File: config.mk
export PLATFORM = sky130hd
export DESIGN_NAME = ula_ctrl
export DESIGN_NICKNAME = d
export VERILOG_FILES = /design/src/verilog/ula_ctrl.v
export VERILOG_INCLUDE_DIRS = /design/src /design/src/inc
export SDC_FILE = /design/constraint.sdc
export NUM_CORES = 1
export LEC_CHECK = 0
export CORE_MARGIN = 1.5
export CORE_UTILIZATION = 60
export CTS_BUF_LIST = sky130_fd_sc_hd__clkbuf_16
export CTS_CLUSTER_DIAMETER = 30
export DETAILED_ROUTE_END_ITERATION = 8
export DONT_BUFFER_PORTS = 1
export GPL_TIMING_DRIVEN = 0
export PLACE_DENSITY_LB_ADDON = 0.15
export SYNTH_ARGS = -nofsm -noshare
export SYNTH_HDL_FRONTEND = slang
export SYNTH_SLANG_ARGS = --single-unit
File: constraint.sdc
create_clock -name clk -period 4.1 [get_ports clk]
set_clock_uncertainty 0.05 [all_clocks]
set_input_delay 0.205 -clock clk [delete_from_list [all_inputs] [get_ports clk]]
set_output_delay 0.205 -clock clk [all_outputs]
set_load 0.03 [all_outputs]
File: src/inc/ula_defs.vh
// constants for the loop activation control block
`ifndef ULA_DEFS_VH
`define ULA_DEFS_VH
// register byte addresses
`define ULA_ADR_STATUS  5'h00
`define ULA_ADR_CONTROL 5'h04
`define ULA_ADR_CHAN    5'h08
`define ULA_ADR_M4TX    5'h0c
`define ULA_ADR_FSTATE  5'h10
`define ULA_ADR_TIMER   5'h14
// control register fields
`define ULA_CTL_CUST    0
`define ULA_CTL_UPDDIS  1
`define ULA_CTL_DEACT   2
`define ULA_CTL_ACT     3
`define ULA_CTL_NT      4
`define ULA_CTL_IRQEN   5
// other fields
`define ULA_CHAN_SWAP   0
`define ULA_M4_ACT      7
`define ULA_M4_DEA      6
`define ULA_TMR_DIS     0
`define ULA_TMR_AUTO    1
// status values
`define ULA_ST_IDLE     4'h0
`define ULA_ST_PROG     4'h1
`define ULA_ST_ERR      4'h4
`define ULA_ST_NOSYNC   4'h8
`define ULA_ST_NOTRANS  4'ha
`define ULA_ST_UP       4'hb
// framer hold codes
`define ULA_FS_HOLD     4'ha
`define ULA_FS_GO       4'h0
// timing
`define ULA_CLK_NS      8
`define ULA_MS_NS       1000000
`define ULA_TONE_MS     3
`define ULA_ACT_MS      15000
`define ULA_LOSS_MS     480
`define ULA_DEA_SF      3
`endif

File: src/verilog/ula_ctrl.v
// loop activation, status and deactivation control with avalon registers
//
// Added by the designer: the address map and register access over Avalon-MM.
`timescale 1ns/1ps
`include "ula_defs.vh"

module ula_ctrl #(
    parameter MS_CYC = `ULA_MS_NS / `ULA_CLK_NS
) (
    // clock and reset
    input  wire       clk,
    input  wire       rst_b,
    // avalon-mm slave
    input  wire [4:0] address,
    input  wire       read,
    input  wire       write,
    input  wire [31:0] writedata,
    output reg  [31:0] readdata,
    output wire       waitrequest,
    // line receiver indications
    input  wire       rx_tone_det,
    input  wire       rx_sig_det,
    input  wire       rx_sf_sync,
    input  wire       rx_far_act,
    input  wire       rx_far_deact,
    input  wire       rx_err_high,
    input  wire       rx_m4_dea,
    input  wire       train_done,
    input  wire       sf_tick,
    // transmit framer and timeslot port
    output reg  [3:0] tx_state,
    output reg        tx_m4_act,
    output reg        tx_m4_dea,
    output reg        data_en,
    output reg        chan_en,
    output reg        chan_swap,
    output reg        warm_start,
    output reg        irq_req
);

    // framer states
    localparam [3:0] S_IDLE  = 4'h0;
    localparam [3:0] S_TONE  = 4'h1;
    localparam [3:0] S_QUIET = 4'h2;
    localparam [3:0] S_SL1   = 4'h3;
    localparam [3:0] S_SL2   = 4'h4;
    localparam [3:0] S_SL3   = 4'h5;
    localparam [3:0] S_DEA   = 4'h6;
    localparam [3:0] S_NTTR  = 4'h7;
    localparam [3:0] S_NTUP  = 4'h8;

    reg  [3:0]  st_q;
    reg  [3:0]  lsr_q;
    reg  [5:0]  ctl_q;
    reg         swap_q;
    reg  [1:0]  m4_q;
    reg         hold_q;
    reg  [1:0]  tmr_q;
    reg  [16:0] div_q;
    reg  [13:0] act_ms_q;
    reg  [8:0]  loss_ms_q;
    reg  [1:0]  sf_cnt_q;
    reg         ack_q;
    reg  [3:0]  st_d;
    reg  [3:0]  lsr_d;
    wire        req;
    wire        wr_go;
    wire        rd_go;
    wire        ms_tick;
    wire        act_run;
    wire        tmo;
    wire        up_st;

    ////////////////////////////////////////////////////////////////
    // bus handshake: one wait state per access
    assign req         = read | write;
    assign waitrequest = req & ~ack_q;
    assign wr_go       = write & ack_q;
    assign rd_go       = read & ack_q;

    // wait-state flop
    always @(posedge clk or negedge rst_b) begin
        if (!rst_b) begin
            ack_q <= 1'b0;
        end else begin
            ack_q <= req & ~ack_q;
        end
    end

    // read data captured during the wait state
    always @(posedge clk or negedge rst_b) begin
        if (!rst_b) begin
            readdata <= 32'h0000_0000;
        end else if (req && !ack_q) begin
            case (address)
                `ULA_ADR_STATUS:  readdata <= {28'h000_0000, lsr_q};
                `ULA_ADR_CONTROL: readdata <= {26'h000_0000, ctl_q};
                `ULA_ADR_CHAN:    readdata <= {31'h0000_0000, swap_q};
                `ULA_ADR_M4TX:    readdata <= {24'h00_0000, m4_q, 6'h00};
                `ULA_ADR_FSTATE:  readdata <= {24'h00_0000, st_q, 4'h0};
                `ULA_ADR_TIMER:   readdata <= {30'h0000_0000, tmr_q};
                default:          readdata <= 32'h0000_0000;
            endcase
        end
    end

    ////////////////////////////////////////////////////////////////
    // millisecond enable, restarted when activation starts
    assign ms_tick = (div_q == MS_CYC[16:0] - 17'h00001);
    assign act_run = (st_q == S_TONE) || (st_q == S_QUIET) || (st_q == S_SL1)
                   || (st_q == S_SL2) || (st_q == S_NTTR);
    assign up_st   = (st_q == S_SL3) || (st_q == S_NTUP);
    assign tmo     = act_run && !tmr_q[`ULA_TMR_DIS]
                   && (act_ms_q >= 14'd`ULA_ACT_MS);

    // divider
    always @(posedge clk or negedge rst_b) begin
        if (!rst_b) begin
            div_q <= 17'h00000;
        end else if (ms_tick || (st_q == S_IDLE && st_d != S_IDLE)) begin
            div_q <= 17'h00000;
        end else begin
            div_q <= div_q + 17'h00001;
        end
    end

    // activation timer runs while the framer is in tone, quiet, SL1, SL2 or NT training
    always @(posedge clk or negedge rst_b) begin
        if (!rst_b) begin
            act_ms_q <= 14'h0000;
        end else if (!act_run) begin
            act_ms_q <= 14'h0000;
        end else if (ms_tick && act_ms_q != 14'h3fff) begin
            act_ms_q <= act_ms_q + 14'h0001;
        end
    end

    // sync loss timer while the loop is up
    always @(posedge clk or negedge rst_b) begin
        if (!rst_b) begin
            loss_ms_q <= 9'h000;
        end else if (!up_st || rx_sf_sync) begin
            loss_ms_q <= 9'h000;
        end else if (ms_tick && loss_ms_q != 9'h1ff) begin
            loss_ms_q <= loss_ms_q + 9'h001;
        end
    end

    ////////////////////////////////////////////////////////////////
    // next framer state and status
    always @* begin
        st_d  = st_q;
        lsr_d = lsr_q;
        case (st_q)
            S_IDLE: begin
                if (!ctl_q[`ULA_CTL_NT] && ctl_q[`ULA_CTL_ACT]) begin
                    st_d  = S_TONE;
                    lsr_d = `ULA_ST_PROG;
                end else if (!ctl_q[`ULA_CTL_NT] && rx_tone_det) begin
                    st_d  = S_QUIET;
                    lsr_d = `ULA_ST_PROG;
                end else if (ctl_q[`ULA_CTL_NT] && rx_tone_det) begin
                    st_d  = S_NTTR;
                    lsr_d = `ULA_ST_PROG;
                end
            end
            S_TONE: begin
                if (ms_tick && act_ms_q >= 14'd`ULA_TONE_MS - 14'd1) begin
                    st_d = S_QUIET;
                end
            end
            S_QUIET: begin
                if (!rx_sig_det && !rx_tone_det) begin
                    st_d = S_SL1;
                end
            end
            S_SL1: begin
                if (train_done) begin
                    st_d = S_SL2;
                end
            end
            S_SL2: begin
                if (rx_sig_det && rx_sf_sync && rx_far_act) begin
                    st_d  = S_SL3;
                    lsr_d = `ULA_ST_UP;
                end
            end
            S_NTTR: begin
                // hold in SN2 while framer held
                if (train_done && rx_sf_sync && rx_far_act && !hold_q) begin
                    st_d  = S_NTUP;
                    lsr_d = `ULA_ST_UP;
                end
            end
            S_SL3, S_NTUP: begin
                if (loss_ms_q >= 9'd`ULA_LOSS_MS) begin
                    st_d  = S_IDLE;
                    lsr_d = `ULA_ST_ERR;
                end else if (!rx_sf_sync) begin
                    lsr_d = `ULA_ST_NOSYNC;
                end else if (rx_err_high) begin
                    lsr_d = `ULA_ST_NOTRANS;
                end else begin
                    lsr_d = rx_far_act ? `ULA_ST_UP : `ULA_ST_NOTRANS;
                end
                if (st_q == S_SL3 && ctl_q[`ULA_CTL_DEACT]
                    && !ctl_q[`ULA_CTL_UPDDIS]) begin
                    st_d = S_DEA;
                end
                if (st_q == S_NTUP && rx_far_deact) begin
                    st_d  = S_IDLE;
                    lsr_d = ctl_q[`ULA_CTL_DEACT] ? `ULA_ST_IDLE : `ULA_ST_ERR;
                end
            end
            S_DEA: begin
                if (sf_tick && sf_cnt_q == 2'd`ULA_DEA_SF - 2'd1) begin
                    st_d  = S_IDLE;
                    lsr_d = `ULA_ST_IDLE;
                end
            end
            default: begin
                st_d  = S_IDLE;
                lsr_d = `ULA_ST_IDLE;
            end
        endcase
        if (tmo) begin
            st_d  = S_IDLE;
            lsr_d = `ULA_ST_ERR;
        end
    end

    // framer state, status and dea superframe count
    always @(posedge clk or negedge rst_b) begin
        if (!rst_b) begin
            st_q     <= S_IDLE;
            lsr_q    <= `ULA_ST_IDLE;
            sf_cnt_q <= 2'b00;
        end else begin
            st_q  <= st_d;
            lsr_q <= lsr_d;
            if (st_q != S_DEA) begin
                sf_cnt_q <= 2'b00;
            end else if (sf_tick) begin
                sf_cnt_q <= sf_cnt_q + 2'b01;
            end
        end
    end

    ////////////////////////////////////////////////////////////////
    // software registers
    always @(posedge clk or negedge rst_b) begin
        if (!rst_b) begin
            ctl_q  <= 6'h00;
            swap_q <= 1'b0;
            m4_q   <= 2'b11;
            hold_q <= 1'b0;
            tmr_q  <= 2'b00;
        end else begin
            if (wr_go && address == `ULA_ADR_CONTROL) begin
                ctl_q <= writedata[5:0];
            end
            if (st_q == S_IDLE && st_d != S_IDLE) begin
                ctl_q[`ULA_CTL_ACT] <= 1'b0;
            end
            if (st_q == S_NTUP && tmr_q[`ULA_TMR_AUTO] && !rx_m4_dea) begin
                ctl_q[`ULA_CTL_DEACT] <= 1'b1;
            end
            if (st_q != S_IDLE && st_d == S_IDLE) begin
                ctl_q[`ULA_CTL_DEACT] <= 1'b0;
            end
            if (wr_go && address == `ULA_ADR_CHAN) begin
                swap_q <= writedata[`ULA_CHAN_SWAP];
            end
            if (wr_go && address == `ULA_ADR_M4TX) begin
                m4_q <= writedata[`ULA_M4_ACT:`ULA_M4_DEA];
            end
            if (wr_go && address == `ULA_ADR_FSTATE) begin
                if (writedata[7:4] == `ULA_FS_HOLD) begin
                    hold_q <= 1'b1;
                end else if (writedata[7:4] == `ULA_FS_GO) begin
                    hold_q <= 1'b0;
                end
            end
            if (wr_go && address == `ULA_ADR_TIMER) begin
                tmr_q <= writedata[1:0];
            end
        end
    end

    ////////////////////////////////////////////////////////////////
    // status-change interrupt, set wins over read clear
    always @(posedge clk or negedge rst_b) begin
        if (!rst_b) begin
            irq_req <= 1'b0;
        end else if (lsr_d != lsr_q && ctl_q[`ULA_CTL_IRQEN]) begin
            irq_req <= 1'b1;
        end else if (rd_go && address == `ULA_ADR_STATUS) begin
            irq_req <= 1'b0;
        end
    end

    ////////////////////////////////////////////////////////////////
    // line side outputs
    always @(posedge clk or negedge rst_b) begin
        if (!rst_b) begin
            tx_state   <= 4'h0;
            tx_m4_act  <= 1'b1;
            tx_m4_dea  <= 1'b1;
            data_en    <= 1'b0;
            chan_en    <= 1'b0;
            chan_swap  <= 1'b0;
            warm_start <= 1'b0;
        end else begin
            tx_state <= st_d;
            // m4 bits frozen while update disabled
            if (sf_tick && !ctl_q[`ULA_CTL_UPDDIS]) begin
                tx_m4_act <= m4_q[1];
                tx_m4_dea <= m4_q[0];
            end
            data_en   <= up_st && ctl_q[`ULA_CTL_CUST] && lsr_q == `ULA_ST_UP;
            chan_en   <= up_st;
            chan_swap <= swap_q;
            if (st_q == S_NTUP && rx_far_deact) begin
                warm_start <= ctl_q[`ULA_CTL_DEACT];
            end
        end
    end

endmodule

==> flow_summary_export.csv <==
group,metric,value,unit
floorplanning,io_pins,94,
logic_synthesis,synth.most_common_cell,"dfrtp_1",
logic_synthesis,ys_types,67,
critical_path,critPathTopFamily,"compound AO/OA/AOI/OAI gates",
route,antenna_left,0,
logic_synthesis,synth_common_cells,"dfrtp_1 (74), nor2_1 (62), nand2_1 (48)",
logic_synthesis,yosys_warnings,0,
logic_synthesis,synth_async_sr_flop_share,100,%
critical_path,crit_arrival,2.68,ns
global_route,grt_pass1_vias,3799,
logic_synthesis,synth_area,0.00459,mm2
min_path,hp-class,"in2reg",
cts,clockRootBuffer,"clkbuf_16",
power,powerDensity,465,mW/mm2
critical_path,slowest_stage,"dfrtp_1",
logic_synthesis,synth.yosys.seq_area_share,42.6,%
critical_path,cp_num_buf_inv,1,
power,power_leakage,2.28,nW
cells_and_area,ff_latch_area,0.00196,mm2
critical_path,max_stage_delay,0.56,ns
route,vias,3839,
logic_synthesis,syn_area_per_cell,9.25,um2
route,drt-total-wl,10400,um
critical_path,criticalPathCategory,"reg2reg",
sta,hold_viol_final,0,
sta,slew_violations,0,
floorplanning,core_area,0.00733,mm2
critical_path,required,4.25,ns
floorplanning,rows,31,
logic_synthesis,synth_area_leader_cell,"dfrtp_1",
logic_synthesis,netlist_instances,496,
sta,finalSetupTns,0,ns
floorplanning,start_util,62.6,%
global_route,grt_util_met3,6.99,%
floorplanning,die_h,90.5,um
placed_design,hpwl,7560,um
global_route,met2_usage,43.2,%
logic_synthesis,synthTopCellsByArea,"dfrtp_1 (40%), nor2_1 (5.1%), buf_4 (4.3%)",
power,peakVddDrop,468,uV
outcome,outcome,"complete, no violations",
placed_design,place_area,0.00480,mm2
floorplanning,dieArea,0.00818,mm2
critical_path,cp_max_fo,10,
floorplanning,chipWidth,90.5,um
placed_design,gp_congestion,0.938,
job,maxCapViolations,0,
cts,clockBufferDepth,2,
route,drt_iter0_drc,244,
route,drc,0,
sta,maxClockFrequency,0.395,GHz
cts,cts-htree-levels,3,
route,wire_per_inst,16.2,um
sta,maxSlewHeadroom,64.4,%
logic_synthesis,synth-edff-count,0,
sta,timing.hold.ws,0.0122,ns
global_route,met1_usage,36.1,%
critical_path,endpoint_kind,"register",
placed_design,port_buffers,0,
sta,rsz0062_at_grt,"false",
critical_path,cp_cell_sequence,"buf_2 > nor4b_1 > nand2_1 > mux2i_1 > a21o_1 > a211oi_1 > a41oi_2",
global_route,antenna_found_initial,0,
route,vias_per_cell,5.95,
sta,worst_slew_pin_slew,0.531,ns
sta,min_period,2.53,ns
cts,cts_tree,"yes",
cells_and_area,finalCoreUtilization,71.0,%
critical_path,critPathLaunchType,"register",
global_route,overflow,0,
global_route,grt_use_total,27.4,%
cells_and_area,antennaDiodeCount,0,
global_route,grt_max_degree,79,
sta,setup_viol,0,
cells_and_area,fin_area,0.00520,mm2
cells_and_area,nets,598,
global_route,grt_busiest_layer,"met2",
cells_and_area,multi_input_area,0.00238,mm2
logic_synthesis,ys.flop_type,"dfrtp_1",
sta,min_period_over_period,61.7,%
cells_and_area,drive_gt1_share,14.8,%
logic_synthesis,synth_top_area_share,40.3,%
cts,path_clk_slew,0.06,ns
global_route,grt_pass1_wl,17900,um
logic_synthesis,ys_ff_latch,78,
cts,insertion_delay,0.34,ns
cts,cts_sinks,78,
power,power,2.42,mW
route,dr.pass1.iters,5,
cells_and_area,synthToLayoutAreaGrowth,13.4,%
cts,cts_inserted_buffers,9,
cells_and_area,filler_cell_count,582,
final cells by class:
type	count	share of cell area, %
plain buffers	40	5.19
clock inverters	7	0.962
flip-flops and latches	78	37.6
inverters	19	1.37
clock buffers	9	4.33
repair buffers	11	2.45
well taps	99	2.38
multi-input cells	382	45.7
worst register-to-register path, stage by stage, from the launching register on:
cell and delay, ns:
dfrtp_1 0.56, buf_2 0.28, nor4b_1 0.48, nand2_1 0.19, mux2i_1 0.16, a21o_1 0.23
a211oi_1 0.29, a41oi_2 0.16
stage by stage:
step           worst slack [ns]  cells
2_1_floorplan              1.96    519
3_3_place_gp               1.61    618
3_5_place_dp               1.59    618
4_1_cts                    1.58    645
5_1_grt                    1.33    645
6_report                   1.57    645
layout by cell type, fill, tap and decap left out, types with 4 or more instances in the layout:
cell           instances
and3_1                 9
a31oi_1                9
xor2_1                13
nor4b_1                5
buf_2                  6
mux2_2                12
nand2b_1               6
nor2b_1                4
dfstp_2                4
o21ai_0               22
mux2i_1                8
a21oi_1               20
and4_1                 6
buf_4                 26
nor2_1                62
ha_1                   7
nand2_1               48
a211oi_1               4
conb_1                24
clkbuf_1               6
dfrtp_1               74
nor3_1                 8
xnor2_1               16
o31ai_1                5
or3_1                 10
nor4_1                 6
nand4_1                4
clkbuf_16              9
inv_1                 20
dlygate4sd3_1         10
nand3_1               18
repair_timing:
| action | 4_1_cts | 5_1_grt |
|---|---|---|
| buffers inserted | 0 | 0 |
| hold buffers | 11 | 0 |
| gates resized for setup | 0 | 0 |
| hold endpoints to repair | 91 | 0 |
state kept, by name, summed over array words and instances (netlist names), 2 cells and up:
signal and cells:
act_ms_q 14, ctl_q 6, div_q 17, loss_ms_q 9
lsr_q 4, m4_q 2, readdata 8, sf_cnt_q 2
tmr_q 2, tx_state 4
layer usage:
metal | up-vias | routed length [um]
met3 | 23 | 968
li1 | 1808 | -
met2 | 195 | 4720
met5 | - | 0
met4 | 0 | 260
met1 | 1813 | 4470
cell families after synthesis:
kind of cell	after synthesis	share of synthesized area (%)
buf+inv	59	7.44
flops	78	42.6
compound gates	89	13.0
mux	20	4.69
simple gates	213	24.7
xor+xnor	29	5.53
fa+ha+maj	7	1.91
other cells	1	0.0817
power by group:
part	switching, mW	internal (mW)	total [mW]
sequential	0.153	0.854	1.01
clock	0.325	0.410	0.735
combinational	0.412	0.263	0.676
final timing paths:
check / from / endpoint / slack (ns) / cells after the start
worst min-delay path: sf_tick / sf_cnt_q[0] / 0.01 / 2
worst max register to register: tx_state[2] / irq_req / 1.57 / 7
min in group asynchronous: rst_b / act_ms_q[12] / 0.35 / 2
worst max-delay path: tx_state[2] / irq_req / 1.57 / 7
max in group asynchronous: rst_b / tx_m4_act / 3.31 / 2
worst min register to register: div_q[0] / div_q[0] / 0.41 / 1
(Power assumes the default switching activity.)
